## config.mk

```make
export PLATFORM = sky130hd
export DESIGN_NAME = pwm_measure
export DESIGN_NICKNAME = d
export VERILOG_FILES = /design/src/hw/pwm_pkg.sv /design/src/hw/pwm_measure.sv /design/src/hw/pwm_tick.sv
export SDC_FILE = /design/constraint.sdc
export NUM_CORES = 1
export LEC_CHECK = 0
export BUFFER_PORTS_ARGS = -buffer_cell sky130_fd_sc_hd__buf_2
export CAP_MARGIN = 40
export CORE_MARGIN = 5
export CORE_UTILIZATION = 59
export DETAILED_ROUTE_END_ITERATION = 16
export GPL_TIMING_DRIVEN = 0
export PLACE_DENSITY = 0.81
export SYNTH_ARGS = -nofsm -noshare
export SYNTH_HDL_FRONTEND = slang
export SYNTH_HIERARCHICAL = 1
export SYNTH_SLANG_ARGS = --single-unit
```

## constraint.sdc

```tcl
create_clock -name sys_clk_i -period 3.5 [get_ports sys_clk_i]
set_clock_uncertainty 0.2 [all_clocks]
set_input_delay 0.7 -clock sys_clk_i [delete_from_list [all_inputs] [get_ports sys_clk_i]]
set_output_delay 0.7 -clock sys_clk_i [all_outputs]
set_load 0.01 [all_outputs]
```

## src/hw/pwm_pkg.sv

```systemverilog
// package for the pulse width measure block
// Contract
// select one of eight input pins by a 3-bit number, measure only it
// polarity 1 starts on rising edge, polarity 0 on falling edge
// width counter advances once per 10us at 4MHz clock
// completed result is a 16-bit word from 1 to 65535 ticks
// no pulse within timeout of 0.65536s at 4MHz returns zero
// tick and timeout scale with clock: 5us/0.32768s at 8MHz, 2.5us/0.16384s at 16MHz
// timing stops at first opposite edge; counter value then is the result
package pwm_pkg;
  localparam int unsigned CLK_HZ = 50_000_000;
  // tick unit in nanoseconds at the 4MHz reference resonator
  localparam int unsigned TICK_REF_NS = 10_000;
  localparam int unsigned REF_HZ = 4_000_000;
  // resonator frequency in MHz selects the unit: 4, 8 or 16
  localparam int unsigned RES_MHZ = 4;
  localparam int unsigned TICK_NS = (TICK_REF_NS * (REF_HZ / 1_000_000)) / RES_MHZ;
  localparam int unsigned TICK_CYC = (TICK_NS * (CLK_HZ / 1_000_000)) / 1000;
  localparam int unsigned RESULT_W = 16;
  localparam int unsigned PIN_W = 3;
  localparam int unsigned NUM_PINS = 8;
  localparam logic [RESULT_W-1:0] RESULT_RST = 16'h0000;
  localparam logic [RESULT_W-1:0] RESULT_MAX = 16'hFFFF;

  typedef struct packed {
    logic [PIN_W-1:0] pin;
    logic polarity;
  } pwm_cmd_t;

  typedef struct packed {
    logic done;
    logic [RESULT_W-1:0] width;
  } pwm_rsp_t;
endpackage : pwm_pkg

```

## src/hw/pwm_measure.sv

```systemverilog
// pulse width measurement top module
module pwm_measure #(
  parameter int unsigned TICK_CYC = pwm_pkg::TICK_CYC
) (
  input wire logic sys_clk_i,
  input wire logic resetn_i,
  input wire logic start_i,
  input wire pwm_pkg::pwm_cmd_t cmd_i,
  input wire logic [pwm_pkg::NUM_PINS-1:0] pins_i,
  output logic busy_o,
  output pwm_pkg::pwm_rsp_t rsp_o
);
  typedef enum logic [2:0] {
    PWM_IDLE = 3'b001,
    PWM_WAIT = 3'b010,
    PWM_TIME = 3'b100
  } pwm_state_t;

  pwm_state_t state;
  pwm_pkg::pwm_cmd_t cmd;
  logic sel;
  logic sel_q;
  logic tick;
  logic tick_clr;
  logic [pwm_pkg::RESULT_W-1:0] width;
  logic [pwm_pkg::RESULT_W-1:0] tmo;
  logic start_edge;
  logic end_edge;

  // pin select
  assign sel = pins_i[cmd.pin];
  // start polarity
  assign start_edge = cmd.polarity ? (sel & ~sel_q) : (~sel & sel_q);
  // opposite edge
  assign end_edge = cmd.polarity ? (~sel & sel_q) : (sel & ~sel_q);
  assign tick_clr = (state == PWM_IDLE);

  pwm_tick #(
    .TICK_CYC(TICK_CYC)
  ) u_tick (
    .sys_clk_i(sys_clk_i),
    .resetn_i(resetn_i),
    .clear_i(tick_clr),
    .tick_o(tick)
  );

  always_ff @(posedge sys_clk_i) begin
    if (!resetn_i) begin
      cmd <= '0;
      sel_q <= 1'b0;
    end else begin
      if (state == PWM_IDLE && start_i) begin
        cmd <= cmd_i;
        sel_q <= pins_i[cmd_i.pin];
      end else begin
        sel_q <= sel;
      end
    end
  end

  always_ff @(posedge sys_clk_i) begin
    if (!resetn_i) begin
      state <= PWM_IDLE;
      width <= pwm_pkg::RESULT_RST;
      tmo <= pwm_pkg::RESULT_RST;
      busy_o <= 1'b0;
      rsp_o <= '0;
    end else begin
      rsp_o.done <= 1'b0;
      unique case (state)
        PWM_IDLE: begin
          if (start_i) begin
            state <= PWM_WAIT;
            busy_o <= 1'b1;
            width <= pwm_pkg::RESULT_RST;
            tmo <= pwm_pkg::RESULT_RST;
          end
        end
        PWM_WAIT, PWM_TIME: begin
          // timeout after 65536 ticks
          if (tick && tmo == pwm_pkg::RESULT_MAX) begin
            state <= PWM_IDLE;
            busy_o <= 1'b0;
            rsp_o.done <= 1'b1;
            rsp_o.width <= pwm_pkg::RESULT_RST;
          end else if (state == PWM_WAIT) begin
            if (tick) tmo <= tmo + 16'h0001;
            if (start_edge) state <= PWM_TIME;
          end else if (end_edge) begin
            // result capture, at least one
            state <= PWM_IDLE;
            busy_o <= 1'b0;
            rsp_o.done <= 1'b1;
            rsp_o.width <= (width == pwm_pkg::RESULT_RST) ? 16'h0001 : width;
          end else if (tick) begin
            // tick count
            tmo <= tmo + 16'h0001;
            if (width != pwm_pkg::RESULT_MAX) width <= width + 16'h0001;
          end
        end
      endcase
    end
  end
endmodule : pwm_measure

```

## src/hw/pwm_tick.sv

```systemverilog
// tick prescaler producing one pulse per time unit
module pwm_tick #(
  parameter int unsigned TICK_CYC = pwm_pkg::TICK_CYC
) (
  input wire logic sys_clk_i,
  input wire logic resetn_i,
  input wire logic clear_i,
  output logic tick_o
);
  localparam int unsigned CW = (TICK_CYC > 1) ? $clog2(TICK_CYC) : 1;
  localparam logic [CW-1:0] LAST = CW'(TICK_CYC - 1);
  logic [CW-1:0] cnt;

  always_ff @(posedge sys_clk_i) begin
    if (!resetn_i || clear_i) begin
      cnt <= '0;
      tick_o <= 1'b0;
    end else begin
      tick_o <= (cnt == LAST);
      cnt <= (cnt == LAST) ? '0 : cnt + CW'(1);
    end
  end
endmodule : pwm_tick

```

==> Flow_metrics.wiki, run 1 <==
{| class="wikitable"
! Metric !! Value
|-
| Status || finished clean
|-
| Cell Count, Final, Fillers Out || 485
|-
| Post-synth ARST share || 0%
|-
| Number of sinks handled by clock tree synthesis || 68
|-
| Minimum period implied by the final worst setup slack || 2960 ps
|-
| Clock latency of the later-clocked register in the worst-skew pair || 360 ps
|-
| Vias in the first global route || 2752
|-
| Antenna fix cells || 0
|-
| Tcrit/Tclk final || 84.5%
|-
| Highest net fanout along the worst path || 10
|-
| Max-slew headroom || 44.3%
|-
| Max Buffers Root-to-Sink || 2
|-
| Type of origin of the critical path || flip-flop
|-
| Finish-stage setup viols || 0
|-
| Post-Synthesis Net Count || 385
|-
| Top-count cell post-synth || sky130_fd_sc_hd__dfxtp_1
|-
| Total instance count after detailed placement || 469
|-
| Number of buffers added to fix hold violations after cts || 0
|-
| Core Util, Final || 69.6%
|-
| Cells taking the most area after synthesis || sky130_fd_sc_hd__dfxtp_1, sky130_fd_sc_hd__nand3_1, sky130_fd_sc_hd__xnor2_1
|-
| Post-synth design cell area || 3360 µm²
|-
| Sequential area share after synthesis || 40.5%
|-
| Syn Inst Count || 365
|-
| Post-cts repair resize count || 0
|-
| Count of synthesis-stage warnings from yosys || 6
|-
| Average footprint of a synthesized cell || 9.20 µm²
|-
| Predominant post-synthesis flop cell || sky130_fd_sc_hd__dfxtp_1
|-
| Post-DRT Antenna Nets || 0
|-
| Post-detailed-placement cell area || 3610 µm²
|-
| First drt pass iteration count || 4
|-
| Area growth from synthesis to layout || 14.0%
|-
| Clock transition at the registers of the reported paths || 70 ps
|-
| Wire length after detailed routing || 7310 µm
|-
| CP Data Arrival Time || 3060 ps
|-
| Slew at the pin closest to its max-slew limit || 827 ps
|-
| Post-detailed-route DRC marker count || 0
|-
| Mean routed wirelength per cell || 15.1 µm
|-
| Type of the worst setup path || flip-flop to flip-flop
|-
| Number of nets in the layout || 428
|-
| Synth top cells by count || sky130_fd_sc_hd__dfxtp_1, sky130_fd_sc_hd__nand3_1, sky130_fd_sc_hd__nor2_1
|-
| Clk Tree Root Cell || sky130_fd_sc_hd__clkbuf_8
|-
| Number of buffers created by CTS || 9
|-
| Die Span Y || 85.4 µm
|-
| Final total power || 1640 µW
|-
| Number of setup buffers added after CTS || 0
|-
| Worst vdd rail ir drop || 0.227 mV
|-
| Initial antenna violation count || 0
|-
| Top-Level Pins || 33
|-
| I/O Buffers || 32
|-
| Unrepaired setup endpoints after global routing || false
|-
| Met2 usage in global routing || 34.8%
|-
| Total routing resource utilization after global routing || 21.4%
|-
| Core region area || 5510 µm²
|-
| Overflow left after global routing || 0
|-
| Pwr/cell area || 429 nW/µm²
|-
| Largest area contributor in the synthesized netlist || sky130_fd_sc_hd__dfxtp_1
|-
| Number of H-tree branching levels || 3
|-
| Max frequency || 338 MHz
|-
| Critical path endpoint category || flip-flop
|-
| Clock tree from TritonCTS || done
|-
| Met3 usage in global routing || 5.53%
|-
| Data required time at the worst endpoint || 3600 ps
|-
| Total of flip-flops plus latches after synthesis || 68
|-
| Die W || 85.4 µm
|-
| Iter 0 DRT Violations || 173
|-
| Max-slew violation total from the final report || 0
|-
| GR met1 Demand/Resource || 25.8%
|-
| Hold violation total from the final report || 0
|-
| Routed via count || 2918
|-
| Portion of synthesized cell area occupied by the leading cell type || 40.5%
|-
| Maximum number of pins on one net before global-route repair || 12
|-
| LEAKAGE || 0.00150 µW
|-
| Die area || 7300 µm²
|-
| Cell variety after synth || 58
|-
| Gpl congestion || 0.886
|-
| Detailed Place HPWL || 5150 µm
|-
| Wire length of the first global-routing pass || 12500 µm
|-
| Maximum capacitance violations || 0
|-
| Vias/cell || 6.02
|-
| Number of flops mapped to enable cells by yosys || 0
|-
| Standard-cell row count || 27
|-
| Path category of the worst min-delay check || flip-flop to flip-flop
|-
| Final cell area excluding filler cells || 3830 µm²
|-
| Starting density of the core || 61.0%
|-
| Summed negative setup slack over all endpoints || 0 ps
|-
| Fraction of layout cells with a size suffix above 1 || 18.6%
|-
| GR peak layer || met2
|}
-- per-stage QoR --
stage,hold slack (ps),setup WS [ps]
2_1_floorplan,252,552
3_3_place_gp,255,292
3_5_place_dp,260,244
4_1_cts,281,554
5_1_grt,296,382
6_report,274,543
-- cells in the final DEF, fill, tap and decap left out, types with 8 or more instances in the layout --
cell type and count:
sky130_fd_sc_hd__clkbuf_1 11, sky130_fd_sc_hd__nor4_1 8, sky130_fd_sc_hd__a21o_1 11, sky130_fd_sc_hd__nand4_1 11, sky130_fd_sc_hd__nand3_1 30, sky130_fd_sc_hd__xnor2_1 17
sky130_fd_sc_hd__a21oi_1 8, sky130_fd_sc_hd__dfxtp_1 68, sky130_fd_sc_hd__a22o_1 16, sky130_fd_sc_hd__nor2_1 28, sky130_fd_sc_hd__o21ai_0 8, sky130_fd_sc_hd__clkbuf_8 13
sky130_fd_sc_hd__nand2_1 20, sky130_fd_sc_hd__nor3_1 16, sky130_fd_sc_hd__buf_2 37
-- report_power, final --
| group | switching, µW | leakage, µW | internal (µW) |
|---|---|---|---|
| Sequential | 13.4 | 0.000550 | 786 |
| Clock | 302 | 0.000112 | 406 |
| Combinational | 78.9 | 0.000836 | 57.2 |
-- cell type report --
cell class	count	area (µm²)
multi-input combinational	272	1890
fill	425	1680
sequential	68	1360
clock buffer	13	179
timing repair buffer	32	160
tap	72	90.1
buffer	19	85.1
clock inverter	3	42.5
inverter	6	22.5
-- routing by layer --
metal | vias up | share of wire, %
li1 | 1439 | -
met1 | 1388 | 45
met2 | 68 | 47
met3 | 23 | 4.6
met4 | 0 | 2.9
met5 | - | 0
-- critical path: stages, from the launching register on --
cell	delay (ps)
sky130_fd_sc_hd__dfxtp_1	430
sky130_fd_sc_hd__mux2_2	360
sky130_fd_sc_hd__mux4_2	580
sky130_fd_sc_hd__mux2i_4	260
sky130_fd_sc_hd__nor2b_1	400
sky130_fd_sc_hd__and2_1	260
sky130_fd_sc_hd__buf_2	250
sky130_fd_sc_hd__a22o_1	160
-- cells by family (layout without fill, tap and decap cells) --
| logic type | after synthesis | count (layout) | share of synthesized area (%) |
|---|---|---|---|
| AO/OA/AOI/OAI | 73 | 73 | 17.1 |
| XOR/XNOR | 18 | 18 | 4.69 |
| adder cells (fa/ha/maj) | 5 | 5 | 1.86 |
| buffers and inverters | 25 | 73 | 3.20 |
| flip-flops | 68 | 68 | 40.5 |
| multiplexers | 14 | 14 | 6.18 |
| AND/OR/NAND/NOR | 162 | 162 | 26.4 |
-- worst paths after layout --
path	slack (ps)	start	end	cells past startpoint
hold reg to reg	270	rsp_o[1]	rsp_o[1]	1
setup / recovery	540	cmd[1]	rsp_o[5]	7
hold / removal	270	rsp_o[1]	rsp_o[1]	1
setup reg to reg	540	cmd[1]	rsp_o[5]	7
-- state kept, by name, indices dropped and copies added (netlist names) --
signal and flops:
busy_o 1, cmd 4, rsp_o 17, sel_q 1
state 3, tmo 16, u_tick/cnt 9, u_tick/tick_o 1
width 16
Power figures use the tool's default switching activity.
==> inputs of run 2 (changes only) <==
--- a/config.mk
+++ b/config.mk
@@ -8,10 +8,10 @@
 export BUFFER_PORTS_ARGS = -buffer_cell sky130_fd_sc_hd__buf_2
 export CAP_MARGIN = 40
 export CORE_MARGIN = 5
-export CORE_UTILIZATION = 59
+export CORE_UTILIZATION = 53
 export DETAILED_ROUTE_END_ITERATION = 16
 export GPL_TIMING_DRIVEN = 0
-export PLACE_DENSITY = 0.81
+export PLACE_DENSITY = 0.77
 export SYNTH_ARGS = -nofsm -noshare
 export SYNTH_HDL_FRONTEND = slang
 export SYNTH_HIERARCHICAL = 1
==> constraint.sdc (replaced) <==
create_clock -name sys_clk_i -period 2.7 [get_ports sys_clk_i]
set_clock_uncertainty 0.2 [all_clocks]
set_input_delay 0.54 -clock sys_clk_i [delete_from_list [all_inputs] [get_ports sys_clk_i]]
set_output_delay 0.54 -clock sys_clk_i [all_outputs]
set_load 0.01 [all_outputs]
==> run 2 against run 1 <==
Against the previous run: power up 31%; fmax up 10%; design area grew 3.8%; combinational power grew 49%; utilization down 5.8 points; wire length rose by 3.9%; global-route usage shrank 1.7 points; worst hold slack got worse by 17 ps; critical path depth fell by 1; sequential power is 30% higher.
==> Flow_metrics.wiki, run 2 (same netlist as run 1, synthesis figures left out) <==
{| class="wikitable"
! Metric !! Value
|-
| Status || finished clean (unchanged)
|-
| Reg area || 1370 µm² (was 1360 µm²)
|-
| Clock transition at the registers of the reported paths || 70 ps (about the same)
|-
| Max-slew headroom || 52.3% (was 44.3%)
|-
| Logic gate share of total power || 9.4% (was 8.3%)
|-
| Top-Level Pins || 33 (unchanged)
|-
| Mean routed wirelength per cell || 15.2 µm (was 15.1 µm)
|-
| Max-slew violation total from the final report || 0 (unchanged)
|-
| Filler cell count in the final layout || 520 (was 425)
|-
| Type of origin of the critical path || flip-flop (unchanged)
|-
| Minimum period implied by the final worst setup slack || 2680 ps (was 2960 ps)
|-
| Worst hold start || cmd_i[0] (was rsp_o[1])
|-
| Slowest CP cell || sky130_fd_sc_hd__mux4_2 (unchanged)
|-
| Clk Tree Root Cell || sky130_fd_sc_hd__clkbuf_8 (unchanged)
|-
| Wire length after detailed routing || 7590 µm (was 7310 µm)
|-
| Core region area || 6240 µm² (was 5510 µm²)
|-
| Standard-cell row count || 29 (was 27)
|-
| Hold violation total from the final report || 0 (unchanged)
|-
| Path category of the worst min-delay check || primary input to flip-flop (was flip-flop to flip-flop)
|-
| Number of nets in the layout || 439 (was 428)
|-
| Slew at the pin closest to its max-slew limit || 714 ps (was 827 ps)
|-
| I/O Buffers || 32 (unchanged)
|-
| Launching instance or port of the critical path || cmd[1] (unchanged)
|-
| Maximum number of pins on one net before global-route repair || 12 (unchanged)
|-
| Pwr/cell area || 543 nW/µm² (was 429 nW/µm²)
|-
| CP Data Arrival Time || 2760 ps (was 3060 ps)
|-
| Max frequency || 374 MHz (was 338 MHz)
|-
| Number of buffers created by CTS || 9 (unchanged)
|-
| Type of the worst setup path || flip-flop to flip-flop (unchanged)
|-
| Share of total power in sequential cells || 48.1% (was 48.6%)
|-
| Switching Fraction || 23.4% (was 24.0%)
|-
| Routed via count || 2956 (was 2918)
|-
| Maximum capacitance violations || 0 (unchanged)
|-
| Die Span Y || 89.6 µm (was 85.4 µm)
|-
| Finish-stage setup viols || 0 (unchanged)
|-
| Critical path endpoint category || flip-flop (unchanged)
|-
| Top Registers || rsp_o: 17 flops, tmo: 16 flops, width: 16 flops (unchanged)
|-
| Max Buffers Root-to-Sink || 2 (unchanged)
|-
| Number of sinks handled by clock tree synthesis || 68 (unchanged)
|-
| Post-detailed-route DRC marker count || 0 (unchanged)
|-
| LEAKAGE || 0.00157 µW (was 0.00150 µW)
|-
| Worst vdd rail ir drop || 0.339 mV (was 0.227 mV)
|-
| Area growth from synthesis to layout || 18.4% (was 14.0%)
|-
| Highest net fanout along the worst path || 5 (was 10)
|-
| Number of H-tree branching levels || 3 (unchanged)
|-
| Die area || 8030 µm² (was 7300 µm²)
|-
| Fraction of layout cells with a size suffix above 1 || 23.1% (was 18.6%)
|-
| Final-layout worst hold slack || 256 ps (was 274 ps)
|-
| Iter 0 DRT Violations || 187 (was 173)
|-
| Die W || 89.6 µm (was 85.4 µm)
|-
| Commonest non-fill, non-tap cells in the layout || sky130_fd_sc_hd__dfxtp_1, sky130_fd_sc_hd__buf_2, sky130_fd_sc_hd__nand3_1 (unchanged)
|-
| Clock latency of the later-clocked register in the worst-skew pair || 340 ps (was 360 ps)
|-
| Post-DRT Antenna Nets || 0 (unchanged)
|-
| Overflow left after global routing || 0 (unchanged)
|-
| Gpl congestion || 0.834 (was 0.886)
|-
| Int Pwr || 1650 µW (was 1250 µW)
|-
| Tcrit/Tclk final || 99.1% (was 84.5%)
|-
| Most common cell after layout, fill and taps aside || sky130_fd_sc_hd__dfxtp_1 (unchanged)
|-
| Switching Power || 504 µW (was 394 µW)
|-
| CP peak stage delay || 570 ps (was 580 ps)
|-
| Vias/cell || 5.90 (was 6.02)
|-
| First drt pass iteration count || 4 (unchanged)
|-
| Data required time at the worst endpoint || 2780 ps (was 3600 ps)
|-
| Reg-to-reg startpoint || cmd[1] (unchanged)
|-
| Wire length of the first global-routing pass || 12500 µm (about the same)
|-
| Vias in the first global route || 2749 (was 2752)
|-
| List of cells traversed by the critical path || mux2_4 > mux4_2 > mux2i_4 > a211o_4 > or4b_1 > a21boi_1 (was mux2_2 > mux4_2 > mux2i_4 > nor2b_1 > and2_1 > buf_2 > a22o_1)
|-
| Number of flip-flops under the largest register name || 17 (unchanged)
|-
| Clock network fraction of total power || 42.5% (was 43.1%)
|-
| Summed negative setup slack over all endpoints || 0 ps (unchanged)
|-
| Total routing resource utilization after global routing || 19.7% (was 21.4%)
|-
| Clock tree from TritonCTS || done (unchanged)
|-
| Antenna fix cells || 0 (unchanged)
|-
| Starting density of the core || 53.8% (was 61.0%)
|-
| Detailed Place HPWL || 5280 µm (was 5150 µm)
|-
| Register with the highest flop count || rsp_o (unchanged)
|-
| Unrepaired setup endpoints after global routing || true (was false)
|-
| Area occupied by multi-input gates || 1950 µm² (was 1890 µm²)
|-
| Initial antenna violation count || 0 (unchanged)
|}
## run 2: cell types whose count changed in the layout (fill, tap and decap cells not counted), sizes merged
| cell | before | now |
|---|---|---|
| clkinv | 1 | 3 |
| clkbuf | 24 | 22 |
| bufinv | 1 | 2 |
| clkinvlp | 1 | 0 |
| buf | 40 | 51 |
## run 2: worst max-delay path: cells and delay by family, from the launching register on
kind	cells	cell delay, ps
and+or+nand+nor	1	460
AOI/OAI and AO/OA	2	440
DFF	1	390
muxes	3	1130
## run 2: what timing repair did
action,4_1_cts,5_1_grt
pin swaps,0,2
hold endpoints to repair,0,0
hold buffers,0,0
setup endpoints to repair,39,38
resized for setup,5,9
setup buffers,3,7
## run 2: through the flow
stage / total power (µW) / instance area (µm²) / utilization, % / setup WS (ps) / std cells
2_1_floorplan: 1190 / 3370 / - / -42.1 / 365
6_report: 2160 / 3980 / 63.7 / 23.3 / 501
3_3_place_gp: 1230 / 3630 / 58.1 / -256 / 474
3_5_place_dp: 1240 / 3630 / 58.2 / -285 / 475
5_1_grt: 2250 / 3980 / 63.7 / -60.7 / 501
4_1_cts: 2160 / 3880 / 62.2 / -13.9 / 494
## run 2: area by class of cell
class,count,share of cell area (%)
buffer,19,2.23
clock buffer,11,3.56
clock inverter,5,1.89
inverter,6,0.566
multi-input combinational,272,48.9
sequential,68,34.4
tap,77,2.42
timing repair buffer,43,6.04
## run 2: worst paths after layout
check / to / slack [ps] / cells past startpoint
worst max-delay path: width[7] / 20 / 6
worst min-delay path: cmd[0] / 260 / 3
worst max register to register: width[7] / 20 / 6
worst min register to register: rsp_o[8] / 270 / 1
## run 2: power groups by stage
stage	clock [µW]	combinational, µW	sequential (µW)
after global routing	991	223	1040
final	917	203	1040
after global placement	0	175	1060
after detailed placement	0	179	1060
after CTS	941	183	1040
after floorplan	0	133	1060
## run 2: metal layers
layer / track usage [%] / vias to the layer above / wire (µm) / part of all wire [%]
met1: 26.6 / 1411 / 3650 / 48
met4: 9.61 / 0 / 137 / 1.8
met2: 30.1 / 68 / 3440 / 45
li1: - / 1463 / - / -
met3: 3.83 / 14 / 361 / 4.8
met5: 0 / - / 0 / 0
==> inputs of run 3 (changes only) <==
--- a/config.mk
+++ b/config.mk
@@ -7,11 +7,10 @@
 export LEC_CHECK = 0
 export BUFFER_PORTS_ARGS = -buffer_cell sky130_fd_sc_hd__buf_2
 export CAP_MARGIN = 40
-export CORE_MARGIN = 5
-export CORE_UTILIZATION = 53
+export CORE_UTILIZATION = 55
 export DETAILED_ROUTE_END_ITERATION = 16
 export GPL_TIMING_DRIVEN = 0
-export PLACE_DENSITY = 0.77
+export PLACE_DENSITY = 0.76
 export SYNTH_ARGS = -nofsm -noshare
 export SYNTH_HDL_FRONTEND = slang
 export SYNTH_HIERARCHICAL = 1
==> constraint.sdc (replaced) <==
create_clock -name sys_clk_i -period 2.8 [get_ports sys_clk_i]
set_clock_uncertainty 0.2 [all_clocks]
set_input_delay 0.56 -clock sys_clk_i [delete_from_list [all_inputs] [get_ports sys_clk_i]]
set_output_delay 0.56 -clock sys_clk_i [all_outputs]
set_load 0.01 [all_outputs]
==> run 3 against run 2 <==
Against the previous run: worst setup slack better by 46 ps; die area down 20%; flip-flop and latch count did not move.
==> Flow_metrics.wiki, run 3 (same netlist as run 1, synthesis figures left out) <==
{| class="wikitable"
! Metric !! Value
|-
| Total instance count after detailed placement || 472 (was 475)
|-
| Hold-critical path endpoint || rsp_o[6] (was cmd[0])
|-
| Reg-to-reg startpoint || tmo[0] (was cmd[1])
|-
| Number of flip-flops under the largest register name || 17 (unchanged)
|-
| Worst vdd rail ir drop || 0.490 mV (was 0.339 mV)
|-
| Antenna fix cells || 0 (unchanged)
|-
| Most common cell after layout, fill and taps aside || sky130_fd_sc_hd__dfxtp_1 (unchanged)
|-
| Filler cell count in the final layout || 480 (was 520)
|-
| Number of sinks handled by clock tree synthesis || 68 (unchanged)
|-
| Final total power || 2060 µW (was 2160 µW)
|-
| Core Util, Final || 65.9% (was 63.7%)
|-
| Commonest non-fill, non-tap cells in the layout || sky130_fd_sc_hd__dfxtp_1, sky130_fd_sc_hd__buf_2, sky130_fd_sc_hd__nand3_1 (unchanged)
|-
| Core region area || 5920 µm² (was 6240 µm²)
|-
| Area growth from synthesis to layout || 16.2% (was 18.4%)
|-
| Path category of the worst min-delay check || flip-flop to flip-flop (was primary input to flip-flop)
|-
| Tcrit/Tclk final || 97.5% (was 99.1%)
|-
| Routed via count || 2908 (was 2956)
|-
| Maximum number of pins on one net before global-route repair || 12 (unchanged)
|-
| Standard-cell row count || 28 (was 29)
|-
| Maximum capacitance violations || 0 (unchanged)
|-
| Max-slew violation total from the final report || 0 (unchanged)
|-
| I/O Buffers || 32 (unchanged)
|-
| Highest net fanout along the worst path || 10 (was 5)
|-
| Worst reg2reg endpoint || rsp_o[9] (was width[7])
|-
| Clk Tree Root Cell || sky130_fd_sc_hd__clkbuf_8 (unchanged)
|-
| Finish-stage setup viols || 0 (unchanged)
|-
| Pwr/cell area || 529 nW/µm² (was 543 nW/µm²)
|-
| Vias in the first global route || 2599 (was 2749)
|-
| Wire length after detailed routing || 7040 µm (was 7590 µm)
|-
| Post-DRT Antenna Nets || 0 (unchanged)
|-
| Worst Hold Path Cells || 1 (was 3)
|-
| Vias/cell || 5.91 (was 5.90)
|-
| Summed negative setup slack over all endpoints || 0 ps (unchanged)
|-
| Setup slack of the worst register-to-register path || 70 ps (was 20 ps)
|-
| Die W || 80.1 µm (was 89.6 µm)
|-
| Worst hold start || rsp_o[6] (was cmd_i[0])
|-
| Initial antenna violation count || 0 (unchanged)
|-
| Minimum setup slack in the final design || 69.1 ps (was 23.3 ps)
|-
| Number of nets in the layout || 432 (was 439)
|-
| Max Buffers Root-to-Sink || 2 (unchanged)
|-
| Max-slew headroom || 43.7% (was 52.3%)
|-
| Overflow left after global routing || 0 (unchanged)
|-
| Total routing resource utilization after global routing || 23.8% (was 19.7%)
|-
| First drt pass iteration count || 4 (unchanged)
|-
| Type of the worst setup path || flip-flop to flip-flop (unchanged)
|-
| Post-place setup slack || -362 ps (was -285 ps)
|-
| Cell Count, Final, Fillers Out || 492 (was 501)
|-
| Minimum period implied by the final worst setup slack || 2730 ps (was 2680 ps)
|-
| Top-Level Pins || 33 (unchanged)
|-
| Register with the highest flop count || rsp_o (unchanged)
|-
| Clock latency of the later-clocked register in the worst-skew pair || 350 ps (was 340 ps)
|-
| Gpl congestion || 0.813 (was 0.834)
|-
| Critical path endpoint category || flip-flop (unchanged)
|-
| Cells on worst reg2reg path || 8 (was 6)
|-
| Data required time at the worst endpoint || 2840 ps (was 2780 ps)
|-
| Clock tree from TritonCTS || done (unchanged)
|-
| Type of origin of the critical path || flip-flop (unchanged)
|-
| Launching instance or port of the critical path || tmo[0] (was cmd[1])
|-
| Detailed Place HPWL || 4910 µm (was 5280 µm)
|-
| Max frequency || 366 MHz (was 374 MHz)
|-
| Slew at the pin closest to its max-slew limit || 832 ps (was 714 ps)
|-
| Post-detailed-route DRC marker count || 0 (unchanged)
|-
| Wire length of the first global-routing pass || 11800 µm (was 12500 µm)
|-
| Die Span Y || 80.1 µm (was 89.6 µm)
|-
| Die area || 6420 µm² (was 8030 µm²)
|-
| Starting density of the core || 56.7% (was 53.8%)
|-
| Fraction of layout cells with a size suffix above 1 || 20.9% (was 23.1%)
|-
| Unrepaired setup endpoints after global routing || true (unchanged)
|-
| Hold violation total from the final report || 0 (unchanged)
|-
| CP Data Arrival Time || 2770 ps (was 2760 ps)
|-
| Number of H-tree branching levels || 3 (unchanged)
|-
| Iter 0 DRT Violations || 191 (was 187)
|-
| Number of buffers added to fix hold violations after cts || 0 (unchanged)
|-
| Top Registers || rsp_o: 17 flops, tmo: 16 flops, width: 16 flops (unchanged)
|-
| LEAKAGE || 0.00151 µW (was 0.00157 µW)
|-
| Mean routed wirelength per cell || 14.3 µm (was 15.2 µm)
|-
| Clock transition at the registers of the reported paths || 80 ps (was 70 ps)
|-
| Number of buffers created by CTS || 9 (unchanged)
|-
| Status || finished clean (unchanged)
|}
run 3: report_power, final:
part / leakage (µW) / switching [µW] / internal (µW)
Sequential: 0.000551 / 17.1 / 982
Clock: 0.000107 / 360 / 525
Combinational: 0.000856 / 102 / 78.1
Total: 0.00151 / 479 / 1590
run 3: how the worst max path moves through the flow:
stage	to	slack (ps)	cells after the start
after global placement	rsp_o[12]	-330	8
after floorplan	width[2]	-8	6
after detailed placement	rsp_o[8]	-360	8
after global routing	width[12]	-9	8
after CTS	width[12]	50	7
final	rsp_o[9]	70	8
run 3: timing repair:
action                                  CTS  global route
buffers inserted                          1             3
endpoints found under the setup margin   38            29
gates resized for setup                   6             5
pin swaps                                 0             0
run 3: layer usage:
layer	share of wire (%)	wire length [µm]	vias to the layer above	global-route usage, %
met4	1.6	115	0	10.4
li1	-	-	1451	-
met2	47	3310	75	37.5
met3	4.5	318	12	6.25
met1	47	3300	1370	30.3
met5	0	0	-	0
run 3: per-stage QoR:
stage,hold WS [ps],area (µm²)
6_report,273,3900
5_1_grt,295,3900
4_1_cts,274,3860
3_5_place_dp,258,3610
3_3_place_gp,257,3610
2_1_floorplan,252,3360
run 3: area by class of cell:
cell class                      count  area [µm²]  share of cell area (%)
Buffer                             19        85.1                    2.18
Clock buffer                       12         145                    3.72
Clock inverter                      4        72.6                    1.86
Inverter                            6        22.5                   0.577
Multi-Input combinational cell    272        1930                    49.4
Sequential cell                    68        1370                    35.0
Tap cell                           75        93.8                    2.40
Timing Repair Buffer               36         190                    4.87
run 3: critical path: stages (launching register included):
cell                      delay [ps]
sky130_fd_sc_hd__dfxtp_1         410
sky130_fd_sc_hd__ha_2            260
sky130_fd_sc_hd__nand4_1         190
sky130_fd_sc_hd__or4_4           610
sky130_fd_sc_hd__and3_1          220
sky130_fd_sc_hd__nor2b_4         160
sky130_fd_sc_hd__and2_1          180
sky130_fd_sc_hd__buf_2           190
sky130_fd_sc_hd__a22o_1          190
